==> src/verilog/ecpc_regs.vh <==
// constants for the charge port controller: timing, frame layout, defaults
`ifndef ECPC_REGS_VH
`define ECPC_REGS_VH

// system clock in kHz (200 MHz)
`define ECPC_CLK_KHZ         200000
// periodic power message interval in ms (4 Hz)
`define ECPC_MSG_PERIOD_MS   250
// message interval in clock cycles: 250 ms at 200000 kHz, 50,000,000;
// sized here so it meets the 26-bit counter without silent truncation
`define ECPC_MSG_CYCLES      26'h2faf080
// can link bit rate in kbit/s
`define ECPC_CAN_KBPS        250
// can bit time in clock cycles: 200000 kHz over 250 kbit/s, 800
`define ECPC_CAN_BIT_CYCLES  10'h320
// can identifier of the power message, 45 decimal, extended format
`define ECPC_CAN_ID          29'h0000002d
`define ECPC_CAN_ID_W        29
`define ECPC_CAN_EXT         1'b1
// data length of the power message in bytes
`define ECPC_CAN_DLC         4'h2
// mains voltage assumed when no measurement is connected (240 V)
`define ECPC_VOLT_DEFAULT    10'h0f0
`define ECPC_VOLT_W          10
`define ECPC_AMP_W           8
`define ECPC_PWR_W           16
`define ECPC_PWR_MAX         16'hffff

`endif

==> src/verilog/ecpc_controller.v <==
// vehicle side ac charge port controller with periodic can power report
`timescale 1ns/10ps
// Functional notes
// - on cable plug-in the charge enable output goes low.
// - after plug-in the pilot line reports the vehicle ready for charge.
// - led flashes from plug-in; with a can link it stops when charged.
// - on completion the pilot line says charging is finished.
// - the release button turns charge enable off at once, whatever else.
// - while charging one can message, id 45, is sent four times a second.
// - message bytes 0-1 hold available ac watts, 16 bits, no losses.
// - can defaults to 250 kbit/s with extended 29-bit ids; peers match.
// - reported power uses the measured mains voltage so it tracks mains.
// - with no mains measurement connected a fixed 240 V is used.
// - the remote led output follows the on-board led exactly.

`include "ecpc_regs.vh"

module ecpc_controller #(
    parameter [25:0] P_MSG_CYCLES = `ECPC_MSG_CYCLES
) (
    input  wire                      i_clk_sys,
    input  wire                      i_rst_b,
    input  wire                      i_cable_plugged,
    input  wire                      i_release_button,
    input  wire                      i_charge_done,
    input  wire                      i_can_link_present,
    input  wire                      i_volt_connected,
    input  wire [`ECPC_VOLT_W-1:0]   i_mains_voltage_sense,
    input  wire [`ECPC_AMP_W-1:0]    i_current_limit,
    input  wire                      i_lsb_first,
    input  wire                      i_msg_ready,
    output wire                      o_charge_en_b,
    output reg                       o_pilot_ready,
    output reg                       o_pilot_done,
    output reg                       o_led,
    output wire                      o_remote_led,
    output wire                      o_msg_valid,
    output reg  [`ECPC_CAN_ID_W-1:0] o_msg_id,
    output reg                       o_msg_ext,
    output reg  [3:0]                o_msg_dlc,
    output reg  [7:0]                o_msg_byte0,
    output reg  [7:0]                o_msg_byte1,
    output reg  [9:0]                o_can_bit_cycles
);

    localparam [25:0] L_TICK_LAST = P_MSG_CYCLES - 26'h0000001;

    // charge sequence states
    localparam [1:0]  ST_IDLE     = 2'h0;
    localparam [1:0]  ST_CHARGE   = 2'h1;
    localparam [1:0]  ST_DONE     = 2'h2;
    localparam [1:0]  ST_RELEASE  = 2'h3;

    reg  [1:0]                state;
    reg  [1:0]                next_state;
    reg                       charge_en_b;
    reg  [25:0]               tick_cnt;
    reg                       tick;
    reg                       msg_pending;
    reg  [`ECPC_PWR_W-1:0]    power;
    wire [`ECPC_VOLT_W-1:0]   volts;
    wire [17:0]               product;
    wire                      charging;

    // sequence state machine; release wins over every other event
    always @* begin
        next_state = state;
        case (state)
            ST_IDLE: begin
                if (i_cable_plugged && !i_release_button) begin
                    next_state = ST_CHARGE;
                end
            end
            ST_CHARGE: begin
                if (i_release_button) begin
                    next_state = ST_RELEASE;
                end else if (!i_cable_plugged) begin
                    next_state = ST_IDLE;
                end else if (i_charge_done) begin
                    next_state = ST_DONE;
                end
            end
            ST_DONE: begin
                if (i_release_button) begin
                    next_state = ST_RELEASE;
                end else if (!i_cable_plugged) begin
                    next_state = ST_IDLE;
                end
            end
            ST_RELEASE: begin
                // wait for the cable to leave so letting go of the button cannot restart
                if (!i_cable_plugged) begin
                    next_state = ST_IDLE;
                end
            end
            default: begin
                next_state = ST_IDLE;
            end
        endcase
    end

    always @(posedge i_clk_sys) begin
        if (!i_rst_b) begin
            state <= ST_IDLE;
        end else begin
            state <= next_state;
        end
    end

    assign charging = (state == ST_CHARGE);

    // charge enable is low only while charging; registered from next state
    always @(posedge i_clk_sys) begin
        if (!i_rst_b) begin
            charge_en_b <= 1'b1;
        end else begin
            charge_en_b <= (next_state != ST_CHARGE);
        end
    end

    // the button path bypasses the flop so the charger stops with no delay
    assign o_charge_en_b = charge_en_b | i_release_button;

    // pilot line indications toward the supply equipment
    always @(posedge i_clk_sys) begin
        if (!i_rst_b) begin
            o_pilot_ready <= 1'b0;
            o_pilot_done  <= 1'b0;
        end else begin
            o_pilot_ready <= (next_state == ST_CHARGE);
            o_pilot_done  <= (next_state == ST_DONE);
        end
    end

    // quarter second tick shared by the message rate and the led blink;
    // held at zero in idle and release so the first message is a full period in
    always @(posedge i_clk_sys) begin
        if (!i_rst_b) begin
            tick_cnt <= 26'h0000000;
            tick     <= 1'b0;
        end else if (state == ST_IDLE ||
                     state == ST_RELEASE) begin
            tick_cnt <= 26'h0000000;
            tick     <= 1'b0;
        end else if (tick_cnt == L_TICK_LAST) begin
            tick_cnt <= 26'h0000000;
            tick     <= 1'b1;
        end else begin
            tick_cnt <= tick_cnt + 26'h0000001;
            tick     <= 1'b0;
        end
    end

    // led: flash while charging, steady on once done if a can link exists
    always @(posedge i_clk_sys) begin
        if (!i_rst_b) begin
            o_led <= 1'b0;
        end else if (state == ST_IDLE ||
                     state == ST_RELEASE) begin
            o_led <= 1'b0;
        end else if (state == ST_DONE && i_can_link_present) begin
            o_led <= 1'b1;
        end else if (tick) begin
            o_led <= ~o_led;
        end
    end

    // same flop drives both, so the two can never disagree
    assign o_remote_led = o_led;

    // available power from measured or default mains voltage
    assign volts   = i_volt_connected ? i_mains_voltage_sense
                                      : `ECPC_VOLT_DEFAULT;
    assign product = volts * i_current_limit;

    always @(posedge i_clk_sys) begin
        if (!i_rst_b) begin
            power <= 16'h0000;
        end else if (product[17:16] != 2'h0) begin
            power <= `ECPC_PWR_MAX;
        end else begin
            power <= product[15:0];
        end
    end

    // message request; data is frozen while a request waits for the
    // controller, and a tick that finds one pending is dropped, which
    // keeps the rate at most 4 Hz if the bus is congested
    always @(posedge i_clk_sys) begin
        if (!i_rst_b) begin
            msg_pending <= 1'b0;
            o_msg_byte0 <= 8'h00;
            o_msg_byte1 <= 8'h00;
        end else if (msg_pending) begin
            if (i_msg_ready || !charging) begin
                msg_pending <= 1'b0;
            end
        end else if (tick && charging) begin
            msg_pending <= 1'b1;
            if (i_lsb_first) begin
                o_msg_byte0 <= power[7:0];
                o_msg_byte1 <= power[15:8];
            end else begin
                o_msg_byte0 <= power[15:8];
                o_msg_byte1 <= power[7:0];
            end
        end
    end

    // a request is withdrawn at once when charging stops
    assign o_msg_valid = msg_pending & charging;

    // fixed frame header and link bit timing for the can controller
    always @(posedge i_clk_sys) begin
        if (!i_rst_b) begin
            o_msg_id         <= 29'h00000000;
            o_msg_ext        <= 1'b0;
            o_msg_dlc        <= 4'h0;
            o_can_bit_cycles <= 10'h000;
        end else begin
            o_msg_id         <= `ECPC_CAN_ID;
            o_msg_ext        <= `ECPC_CAN_EXT;
            o_msg_dlc        <= `ECPC_CAN_DLC;
            o_can_bit_cycles <= `ECPC_CAN_BIT_CYCLES;
        end
    end

endmodule

==> config.mk <==
export PLATFORM = sky130hd
export DESIGN_NAME = ecpc_controller
export DESIGN_NICKNAME = d
export VERILOG_FILES = /design/src/verilog/ecpc_controller.v
export VERILOG_INCLUDE_DIRS = /design/src /design/src/verilog
export SDC_FILE = /design/constraint.sdc
export NUM_CORES = 1
export LEC_CHECK = 0
export BUFFER_PORTS_ARGS = -buffer_cell sky130_fd_sc_hd__buf_2
export CELL_PAD_IN_SITES_DETAIL_PLACEMENT = 1
export CELL_PAD_IN_SITES_GLOBAL_PLACEMENT = 2
export CORE_ASPECT_RATIO = 0.75
export CORE_MARGIN = 2
export CORE_UTILIZATION = 28
export CTS_BUF_LIST = sky130_fd_sc_hd__clkbuf_16
export CTS_CLUSTER_DIAMETER = 100
export DETAILED_ROUTE_END_ITERATION = 10
export HOLD_SLACK_MARGIN = 0.05
export PLACE_DENSITY_LB_ADDON = 0.1
export SYNTH_ARGS = -nofsm -noshare
export SYNTH_HDL_FRONTEND = slang
export SYNTH_SLANG_ARGS = --single-unit
==> constraint.sdc <==
create_clock -name i_clk_sys -period 7.7 [get_ports i_clk_sys]
set_input_delay 2.31 -clock i_clk_sys [delete_from_list [all_inputs] [get_ports i_clk_sys]]
set_output_delay 2.31 -clock i_clk_sys [all_outputs]
set_load 0.01 [all_outputs]
# Word level (Yosys, flattened, before mapping)
# Cells that the tools add are included.
# op_classes
shifts,0
add_sub_neg,1
mux,21
reduce_logical,13
n_bitwise,5
n_mul,1
eq_ne,7
n_lt_le_gt_ge,0
div,0
# ops
operator,n
"26-bit by 1-bit adder with 26-bit output, second input constant",1
"26-bit == test, second input constant",1
10-bit 2-to-1 mux,2
10-bit by 8-bit multiplier with 18-bit output,1
16-bit 2-to-1 mux,1
8-bit 2-to-1 mux,2
2-bit 2-to-1 mux,7
2-bit one-hot mux with 4 select lines,1
1-bit 2-to-1 mux,7
"2-bit == test, second input constant",3
6-bit 2-to-1 mux,1
"2-bit by 1-bit == test with 1-bit output, second input constant",2
2-bit nonzero test,2
1-bit logical AND,3
1-bit NOT,3
3-bit OR reduction,1
1-bit zero test,2
2-bit zero test,1
1-bit logical OR,2
"2-bit by 1-bit != test with 1-bit output, second input constant",1
2-bit AND reduction,1
2-bit OR reduction,1
1-bit bitwise AND,1
1-bit OR,1
# word_totals
romBits,0
mem_count,0
elab_cells,63
in_bits,27
latch_bits,0
register_bits,110
out_inout_bits,66
ram_bits,0

# Logic depth before layout (Yosys ltp)
# Gate-level depths: netlist of run 1.
# depth
word_depth,5
ltp_mapped,20
mapped_depth_nobuf,16

# Worst setup path before layout of run 1
# OpenSTA, ideal clock, no wires.
# synth_path
path_type,input to register
startpoint,input port i_volt_connected
endpoint,register power[15]
slack_ps,804
n_path_buf,2
stages,17
setup_time_ps,122
required_ps,7578
arrival_time_ps,6774
cell_sequence,clkbuf_1 -> nand2b_1 -> and2_1 -> fa_1 -> fa_1 -> fa_1 -> inv_1 -> fa_1 -> inv_1 -> ha_1 -> buf_2 -> a21oi_2 -> o21ai_1 -> a31o_2 -> nor4_1 -> o211ai_2 -> o31a_2
# synth_between
elab_chain_len,4
# synth_rtl
item,line_no,text
from (decl),ecpc_controller.v:27,"input wire i_volt_connected,"
10-bit 2-to-1 mux (no line) *,--,
10-bit by 8-bit multiplier with 18-bit output *,ecpc_controller.v:174,assign product = volts * i_current_limit;
2-bit nonzero test,ecpc_controller.v:179,end else if (product[17:16] != 2'h0) begin
16-bit 2-to-1 mux *,ecpc_controller.v:179,
to (signal assigned),ecpc_controller.v:180,power <= `ECPC_PWR_MAX;
to (signal assigned),ecpc_controller.v:182,power <= product[15:0];
to (decl),ecpc_controller.v:60,reg [`ECPC_PWR_W-1:0] power;
# Mark *: on every way between the ends. The rest lies on a longest branch, timed or not.
# A chain may end at the register's enable or synchronous reset.

# Worst setup path in the final report of run 1
# layout_path
startpoint,input port i_mains_voltage_sense[5]
endpoint,register power[5]
# layout_between
elab_chain_len,4
# layout_rtl
item,line_no,text
from (decl),ecpc_controller.v:28,"input wire [`ECPC_VOLT_W-1:0] i_mains_voltage_sense,"
10-bit 2-to-1 mux (no line) *,--,
10-bit by 8-bit multiplier with 18-bit output *,ecpc_controller.v:174,
2-bit nonzero test,ecpc_controller.v:179,
16-bit 2-to-1 mux *,ecpc_controller.v:179,
# Marks and branches as above.

==> results of run 1 <==
==> critical path, stage by stage <==
cell and delay [ps]:
buf_2 90, nand2b_1 260, and2_1 240, fa_1 510, fa_1 540, fa_1 570
inv_1 60, fa_1 530, inv_1 40, ha_1 420, a21oi_2 310, o21ai_1 120
a31o_2 270, o31a_1 280, o211ai_2 590, o21a_1 250
==> power by group <==
group / leakage, nW / internal (mW) / switching (mW)
sequential: 0.545 / 0.384 / 0.0189
clock: 0.131 / 0.248 / 0.154
combinational: 2.58 / 0.354 / 0.524
total: 3.25 / 0.986 / 0.697
==> layout make-up <==
class,instances,share of cell area (%)
Tap cell,282,5.42
Multi-Input combinational cell,480,60.4
Clock inverter,7,1.06
Timing Repair Buffer,62,4.95
Inverter,71,4.09
Clock buffer,9,3.46
Sequential cell,67,20.6
==> worst max-delay path by stage <==
stage,start,to,slack [ps],cells after the start
floorplan,i_volt_connected,power[15]$_SDFF_PN0_,800,17
global route,i_volt_connected,power[0]$_SDFF_PN0_,280,16
CTS,i_mains_voltage_sense[5],power[5]$_SDFF_PN0_,570,16
global placement,i_volt_connected,power[15]$_SDFF_PN0_,390,17
finish,i_mains_voltage_sense[5],power[5]$_SDFF_PN0_,550,16
detailed placement,i_mains_voltage_sense[5],power[15]$_SDFF_PN0_,220,16
==> metrics by stage <==
stage	cells	hold WS, ps	utilization, %	area [um^2]
after floorplan	690	438	-	6000
after global placement	962	462	30.5	6220
after detailed placement	962	474	30.5	6220
after CTS	978	488	32.0	6520
after global routing	978	512	32.0	6520
final	978	487	32.0	6520
==> sequential cells by signal, indices dropped and copies added, names as in the netlist, 2 cells and up <==
| name | cells |
|---|---|
| tick_cnt | 26 |
| power | 16 |
| o_msg_byte0 | 8 |
| o_msg_byte1 | 8 |
| state | 2 |
==> cell usage in the layout (no fill, tap or decap), types with 10 or more instances in the layout <==
cell type,instances
nor2_1,33
nand2_1,33
inv_1,71
dfxtp_1,67
ha_1,43
conb_1,35
mux2i_1,20
and3_1,47
xnor2_1,17
buf_2,57
o21a_1,17
nand4_1,10
xor2_1,13
and2_1,34
o211a_1,16
fa_1,48
nand3_1,21
a21oi_1,22
==> per-layer routing <==
| metal | wire, um | GRT usage, % | vias to the layer above | part of all wire, % |
|---|---|---|---|---|
| met5 | 0 | 0 | - | 0 |
| met4 | 116 | 2.59 | 0 | 0.77 |
| met3 | 443 | 3.08 | 10 | 2.9 |
| met2 | 6550 | 21.5 | 68 | 44 |
| met1 | 7920 | 21.5 | 2293 | 53 |
| li1 | - | - | 2190 | - |
==> cell families (layout without fill, tap and decap cells) <==
kind of cell / Yosys count / in the layout
AND/OR/NAND/NOR: 215 / 215
buffers and inverters: 143 / 149
adder cells (fa/ha/maj): 91 / 91
AO/OA/AOI/OAI: 88 / 88
flip-flops: 67 / 67
XOR/XNOR: 30 / 30
multiplexers: 21 / 21
other: 1 / 35
==> summary.md, run 1 <==
| Metric | Value |
|---|---|
| R2r startpoint | tick_cnt[19]$_SDFF_PP0_ |
| Post-synthesis simple-gate area fraction | 20.1% |
| Maximum VDD drop | 0.0981 mV |
| Routed wire length | 15000 um |
| Initial antenna violation count | 0 |
| HP Start | tick_cnt[0]$_SDFF_PP0_ |
| Max-cap violations | 0 |
| Largest net degree at the start of global routing | 39 |
| Clock Latency Late Sink | 330 ps |
| Area share of the largest cell type after synthesis | 22.8% |
| Depth of the CTS H-tree | 3 |
| Synthesized area | 0.00587 mm^2 |
| Post-synth top flop | dfxtp_1 |
| Synth top cells by count | 71 x inv_1, 67 x dfxtp_1, 48 x fa_1 |
| Via/cell ratio | 4.66 |
| Synth Area in Adders | 25.5% |
| Clock Path Buffers | 2 |
| Die width | 171 um |
| Tmin final | 7150 ps |
| RSZ-0062 raised after global routing | no |
| Hold/Removal Path Class | reg -> reg |
| Synth cell types | 54 |
| Post-Synth XOR/XNOR Area | 4.47% |
| TNS Setup | 0 ps |
| Final total power | 1.68 mW |
| R2R depth | 5 |
| R2r setup slk | 5150 ps |
| # port buffers | 57 |
| Hold endpoint | tick_cnt[0]$_SDFF_PP0_ |
| Residual DRC count | 0 |
| Worst Path Max Fanout | 16 |
| CTS Root Cell | clkbuf_16 |
| Warnings from Yosys | 0 |
| Number of I/O pins | 93 |
| Cell with the most instances after synthesis | inv_1 |
| Mapped Cells | 656 |
| Worst slew pin tran | 1090 ps |
| Final Hold Vio Count | 0 |
| Clk sinks | 67 |
| Yosys reg bits | 67 |
| Critical Path AT | 7420 ps |
| WHS Path Cells | 1 |
| Layout cells sized above 1 | 12.6% |
| Number of global-route vias before repair | 4680 |
| Wire per inst | 15.4 um |
| Synth Area in Compound Gates | 11.1% |
| Total gr overflow | 0 |
| CTS Buf Count | 9 |
| EDFF count, synth | 0 |
| Clk pin slew, worst setup/hold paths | 60 ps |
| Multi-input gate area | 0.00394 mm^2 |
| Leak | 3.25 nW |
| Post-CTS Setup Bufs | 0 |
| Placer Congestion | 0.756 |
| Post-synthesis mux area share | 3.60% |
| DRT Pass-1 Iters | 4 |
| Max-slew violations | 0 |
| Starting Density | 28.8% |
| Post-synthesis sequential area ratio | 22.8% |
| Hpwl dp | 12100 um |
| CP Class | in -> reg |
| Largest family of logic cells by synthesized area | adder cells |
| Relative slew margins | 27.6% |
| Final net count | 809 |
| Final Cycle Share | 92.8% |
| Status | finished clean |
| Critical R2R Capture | tick_cnt[13]$_SDFF_PP0_ |
| Element type at the critical path end | flop |
| PwrDens | 258 mW/mm^2 |
| Die Y-Extent | 129 um |
| Synth area leader | dfxtp_1 |
| Post-route ant nets | 0 |
| Die ar. | 0.0222 mm^2 |
| Critical Path RT | 7970 ps |
| Post-Place Setup Slack | 224 ps |
| CTS Hold Bufs | 0 |
| Final setup violation count | 0 |
| First-pass GRT wire length | 25100 um |
| Fin Clk Skew | 3.44 ps |
| Drt initial violations | 186 |
| GRT Total Usage | 14.4% |
| FF/Latch Area | 0.00134 mm^2 |
| Max Clk Rate | 140 MHz |
| CTS tree | yes |
| Worst setup SP type | input pin |
| Syn avg cell area | 8.95 um^2 |
| Post-CTS Resized | 0 |
| Area delta synth->final | 10.9% |
| Fillers | 2403 |
| N_diodes | 0 |
| DR vias | 4561 |
| Synth area leaders | dfxtp_1 23%, fa_1 16%, ha_1 9.2%, buf_4 5.6%, and3_1 5.0% |
| Final setup margin | 551 ps |
| Async set or reset register ratio after synthesis | 0% |
| Core area | 0.0204 mm^2 |
| Core Rows | 45 |
Note: power is estimated with default switching activity, not from simulation.
==> inputs of run 2 (changes only) <==
--- a/config.mk
+++ b/config.mk
@@ -17,6 +17,7 @@
 export DETAILED_ROUTE_END_ITERATION = 10
 export HOLD_SLACK_MARGIN = 0.05
 export PLACE_DENSITY_LB_ADDON = 0.1
+export SLEW_MARGIN = 5
 export SYNTH_ARGS = -nofsm -noshare
 export SYNTH_HDL_FRONTEND = slang
 export SYNTH_SLANG_ARGS = --single-unit
==> constraint.sdc (replaced) <==
create_clock -name i_clk_sys -period 6.14 [get_ports i_clk_sys]
set_input_delay 1.842 -clock i_clk_sys [delete_from_list [all_inputs] [get_ports i_clk_sys]]
set_output_delay 1.842 -clock i_clk_sys [all_outputs]
set_load 0.01 [all_outputs]
==> run 2 against run 1 <==
Against the previous run:
- flip-flop and latch count stayed put
- critical path depth is 2 higher
- first-iteration DRC count is 25% lower
- non-clock buffer count is 55 higher
- hold slack worse by 2.1 ps
- critical endpoint is now power[6]$_SDFF_PN0_
- largest cell class unchanged
==> summary.md, run 2 (synthesis results as in run 1) <==
| Metric | Value |
|---|---|
| Critical R2R Capture | tick_cnt[20]$_SDFF_PP0_ |
| R2r setup slk | 3600 ps |
| Post-route ant nets | 0 |
| Relative slew margins | 30.6% |
| CTS tree | yes |
| Max-cap violations | 0 |
| Worst slew pin tran | 1040 ps |
| Element type at the critical path end | flop |
| Final net count | 864 |
| Die width | 171 um |
| Biggest regs | tick_cnt: 26 flops, power: 16 flops |
| Clk pin slew, worst setup/hold paths | 60 ps |
| Final Hold Vio Count | 0 |
| CP Class | in -> reg |
| Placer Congestion | 0.817 |
| Leak | 3.58 nW |
| Number of I/O pins | 93 |
| Hold slack | 485 ps |
| Final setup margin | 80.4 ps |
| Die ar. | 0.0222 mm^2 |
| GRT Total Usage | 15.0% |
| Final total power | 2.46 mW |
| R2R depth | 5 |
| Maximum VDD drop | 0.185 mV |
| DRT Pass-1 Iters | 4 |
| Number of global-route vias before repair | 4921 |
| Initial antenna violation count | 0 |
| Crit-path most repeated cell | fa_1 |
| PwrDens | 341 mW/mm^2 |
| CP cell instances | buf_6, buf_4, nand2b_4, and2_1, fa_1, fa_1, fa_1, inv_1, fa_1, inv_1, ha_1, a21oi_1, o21ai_1, a31o_2, o31a_1, o211ai_4, clkbuf_16, o21a_1 |
| Wire per inst | 15.5 um |
| Drt initial violations | 140 |
| Largest net degree at the start of global routing | 39 |
| HP Start | tick_cnt[0]$_SDFF_PP0_ |
| Core Rows | 45 |
| Layout cells sized above 1 | 22.4% |
| Starting Density | 28.8% |
| Worst path slowest cell | fa_1 |
| Max-slew violations | 0 |
| Critical Path RT | 6420 ps |
| Placed Area | 0.00668 mm^2 |
| Final setup violation count | 0 |
| Status | finished clean |
| N_diodes | 0 |
| Hold/Removal Path Class | reg -> reg |
| Largest stage delay, worst path | 550 ps |
| Die Y-Extent | 129 um |
| Critical Path AT | 6340 ps |
| Clock Path Buffers | 2 |
| Routed wire length | 16000 um |
| Hold endpoint | tick_cnt[0]$_SDFF_PP0_ |
| Buffers & Inverters on Critical Path | 5 |
| Cell area after layout | 0.00720 mm^2 |
| First-pass GRT wire length | 26100 um |
| Hpwl dp | 13000 um |
| Fin Clk Skew | 6.49 ps |
| Leading cell type in the layout, fill and taps excluded | inv_1 |
| Area delta synth->final | 22.6% |
| Worst Path Max Fanout | 8 |
| Worst setup SP type | input pin |
| CTS Root Cell | clkbuf_16 |
| Final Cycle Share | 98.7% |
| Crit path max-delay family | adder cells |
| Most flop-heavy register | tick_cnt |
| # port buffers | 57 |
| CTS Buf Count | 9 |
| WHS Path Cells | 1 |
| Depth of the CTS H-tree | 3 |
| Clk sinks | 67 |
| Tmin final | 6060 ps |
| Core area | 0.0204 mm^2 |
| Most frequent cells in the layout | 70 x inv_1, 67 x dfxtp_1, 56 x buf_2, 54 x buf_4, 46 x and3_1 |
| Max Clk Rate | 165 MHz |
| DR vias | 4727 |
| Residual DRC count | 0 |
| Total gr overflow | 0 |
| R2r startpoint | tick_cnt[19]$_SDFF_PP0_ |
| Post-Place Setup Slack | -454 ps |
| Number of flip-flops in the largest register | 26 |
| TNS Setup | 0 ps |
| Via/cell ratio | 4.58 |
| Clock Latency Late Sink | 330 ps |
run 2: cell types whose count changed in the layout (fill, tap and decap cells not counted), moves of 4 or more:
cell and change:
buf_4 +49, nand2b_1 -4, a21oi_1 -5, ha_1 -5
run 2: worst max path at each step:
| stage | startpoint | to | slack (ps) | depth (start not counted) |
|---|---|---|---|---|
| floorplan | i_volt_connected | power[10]$_SDFF_PN0_ | 20 | 19 |
| global placement | i_volt_connected | power[15]$_SDFF_PN0_ | -390 | 17 |
| detailed placement | i_volt_connected | power[5]$_SDFF_PN0_ | -450 | 17 |
| CTS | i_mains_voltage_sense[6] | power[15]$_SDFF_PN0_ | 6 | 18 |
| global route | i_volt_connected | power[0]$_SDFF_PN0_ | -30 | 18 |
| finish | i_volt_connected | power[6]$_SDFF_PN0_ | 80 | 18 |
run 2: where the power goes:
group / internal, mW / switching [mW]
logic: 0.669 / 0.759
registers: 0.481 / 0.0273
clock network: 0.317 / 0.204
run 2: cell type report:
cell class | count | area (um^2)
clock buffer | 9 | 225
clock inverter | 7 | 76.3
fill | 2411 | 13200
inverter | 71 | 267
multi-input combinational | 480 | 4120
sequential | 67 | 1340
tap | 282 | 353
timing repair buffer | 117 | 818
run 2: timing repair:
item	CTS	global route
gates cloned	0	2
hold buffers	0	0
buffers inserted	1	1
endpoints found under the setup margin	16	16
resized for setup	4	25
pin swaps	3	13
run 2: through the flow:
step / util [%] / instances
final: 35.3 / 1033
after global routing: 35.3 / 1033
after CTS: 34.4 / 1030
after detailed placement: 32.8 / 1013
after global placement: 32.8 / 1013
after floorplan: - / 690
run 2: metal layers:
layer	GRT usage, %	vias to the layer above	part of all wire, %
li1	-	2299	-
met1	22.4	2336	53
met2	22.5	79	43
met3	2.78	13	2.8
met4	2.84	0	0.97
met5	0	-	0
==> inputs of run 3 (changes only) <==
--- a/config.mk
+++ b/config.mk
@@ -7,8 +7,8 @@
 export NUM_CORES = 1
 export LEC_CHECK = 0
 export BUFFER_PORTS_ARGS = -buffer_cell sky130_fd_sc_hd__buf_2
-export CELL_PAD_IN_SITES_DETAIL_PLACEMENT = 1
-export CELL_PAD_IN_SITES_GLOBAL_PLACEMENT = 2
+export CELL_PAD_IN_SITES_DETAIL_PLACEMENT = 0
+export CELL_PAD_IN_SITES_GLOBAL_PLACEMENT = 1
 export CORE_ASPECT_RATIO = 0.75
 export CORE_MARGIN = 2
 export CORE_UTILIZATION = 28
==> run 3 against run 2 <==
Against the previous run:
- sequential power about the same
- total power shrank 2.7%
- register-to-register slack better by 60 ps
- non-clock buffer count shrank 5
- largest cell class unchanged
- largest power group unchanged
- highest routed layer unchanged
==> summary.md, run 3 (synthesis results as in run 1) <==
| Metric | Value |
|---|---|
| Finished Layout Cells | 1028 |
| Leading cell type in the layout, fill and taps excluded | inv_1 |
| Final setup violation count | 0 |
| Initial antenna violation count | 0 |
| Number of global-route vias before repair | 4410 |
| R2r setup slk | 3660 ps |
| Die width | 171 um |
| Clock Latency Late Sink | 330 ps |
| Wire per inst | 13.9 um |
| Largest stage delay, worst path | 560 ps |
| Crit-path most repeated cell | fa_1 |
| TNS Setup | 0 ps |
| Hpwl dp | 11500 um |
| CTS Buf Count | 9 |
| Clk sinks | 67 |
| Leak | 3.55 nW |
| Max-cap violations | 0 |
| Final total power | 2.39 mW |
| Core area | 0.0204 mm^2 |
| Placer Congestion | 0.769 |
| Hold endpoint | tick_cnt[0]$_SDFF_PP0_ |
| Multi-input gate area | 0.00414 mm^2 |
| Hold slack | 483 ps |
| CP cell instances | buf_6, buf_4, and3_1, fa_1, fa_1, fa_1, inv_1, fa_1, inv_1, ha_4, and4_4, nand3_1, a21oi_2, o31a_1, o211ai_4, buf_12, o31a_2 |
| HP Start | tick_cnt[0]$_SDFF_PP0_ |
| GRT Total Usage | 13.2% |
| FF/Latch Area | 0.00134 mm^2 |
| Max Clk Rate | 168 MHz |
| Post-route ant nets | 0 |
| Hold/Removal Path Class | reg -> reg |
| Clock Path Buffers | 2 |
| Drt initial violations | 175 |
| # port buffers | 57 |
| Area delta synth->final | 21.2% |
| CTS tree | yes |
| Most frequent cells in the layout | 74 x inv_1, 67 x dfxtp_1, 56 x buf_2, 51 x buf_4, 46 x and3_1 |
| Final net count | 859 |
| Clk pin slew, worst setup/hold paths | 50 ps |
| Final Cycle Share | 97.0% |
| Die Y-Extent | 129 um |
| Largest net degree at the start of global routing | 39 |
| Biggest regs | tick_cnt: 26 flops, power: 16 flops |
| Die ar. | 0.0222 mm^2 |
| WHS Path Cells | 1 |
| N_diodes | 0 |
| Fin util | 34.9% |
| Number of flip-flops in the largest register | 26 |
| Crit path max-delay family | adder cells |
| Most flop-heavy register | tick_cnt |
| Cell area after layout | 0.00712 mm^2 |
| Worst Path Max Fanout | 14 |
| PwrDens | 336 mW/mm^2 |
| First-pass GRT wire length | 23000 um |
| Status | finished clean |
| CTS Root Cell | clkbuf_16 |
| Worst slew pin tran | 1210 ps |
| Number of I/O pins | 93 |
| Residual DRC count | 0 |
| Fin Clk Skew | 6.51 ps |
| DR vias | 4647 |
| CP Class | in -> reg |
| Tmin final | 5960 ps |
| Placed Area | 0.00664 mm^2 |
| Starting Density | 28.8% |
| Via/cell ratio | 4.52 |
| Total gr overflow | 0 |
| Worst path slowest cell | fa_1 |
| Element type at the critical path end | flop |
| Max-slew violations | 0 |
| Final Hold Vio Count | 0 |
| Inst Count DP | 1009 |
| Critical Path RT | 6350 ps |
| Buffers & Inverters on Critical Path | 5 |
| DRT Pass-1 Iters | 6 |
| Final setup margin | 185 ps |
| Maximum VDD drop | 0.140 mV |
| Depth of the CTS H-tree | 3 |
| Core Rows | 45 |
| Post-Place Setup Slack | -295 ps |
| Worst setup SP type | input pin |
| Fillers | 2110 |
| Critical R2R Capture | tick_cnt[2]$_SDFF_PP0_ |
| R2r startpoint | tick_cnt[19]$_SDFF_PP0_ |
| Relative slew margins | 19.5% |
| Critical Path AT | 6170 ps |
| Layout cells sized above 1 | 21.2% |
| Routed wire length | 14300 um |
| RSZ-0062 raised after global routing | no |
| R2R depth | 5 |
-- run 3: changes by cell type in the layout (fill, tap and decap cells not counted), sizes merged --
| cell | previous run | this run |
|---|---|---|
| buf | 115 | 111 |
| inv | 73 | 74 |
| clkinv | 2 | 3 |
| clkbuf | 11 | 10 |
| clkinvlp | 2 | 0 |
-- run 3: worst max path at each step --
stage / end / from / depth (start not counted)
after floorplan: power[10]$_SDFF_PN0_ / i_volt_connected / 19
after global placement: power[15]$_SDFF_PN0_ / i_volt_connected / 17
after detailed placement: power[15]$_SDFF_PN0_ / i_mains_voltage_sense[5] / 16
after CTS: power[15]$_SDFF_PN0_ / i_volt_connected / 17
after global routing: power[7]$_SDFF_PN0_ / i_mains_voltage_sense[5] / 19
final: power[15]$_SDFF_PN0_ / i_volt_connected / 17
-- run 3: routing by layer --
metal | global-route usage (%) | routed length (um) | vias up
met5 | 0 | 0 | -
met4 | 2.54 | 93 | 0
met3 | 2.93 | 565 | 8
met2 | 18.1 | 5610 | 83
met1 | 20.9 | 7990 | 2257
li1 | - | - | 2299
-- run 3: worst reg2reg max path, stage by stage (launching register included) --
cell and delay (ps):
dfxtp_1 370, nand3_1 120, or3_1 390, or4_1 590, nand3_1 710, nor2_1 130
-- run 3: cell type report --
type | instances | area share, %
clock buffers | 9 | 3.16
clock inverters | 7 | 0.738
inverters | 71 | 3.74
multi-input cells | 480 | 58.1
flip-flops and latches | 67 | 18.8
well taps | 282 | 4.96
repair buffers | 112 | 10.4
-- run 3: timing repair --
action                                  4_1_cts  5_1_grt
hold buffers                                  0        0
gates resized for setup                       0       30
setup buffers                                 0        2
endpoints found under the setup margin        0       16
-- run 3: report_power, final --
group	internal (mW)	switching (mW)	total, mW
Sequential	0.482	0.0231	0.505
Clock	0.305	0.173	0.478
Combinational	0.684	0.725	1.41
Total	1.47	0.921	2.39
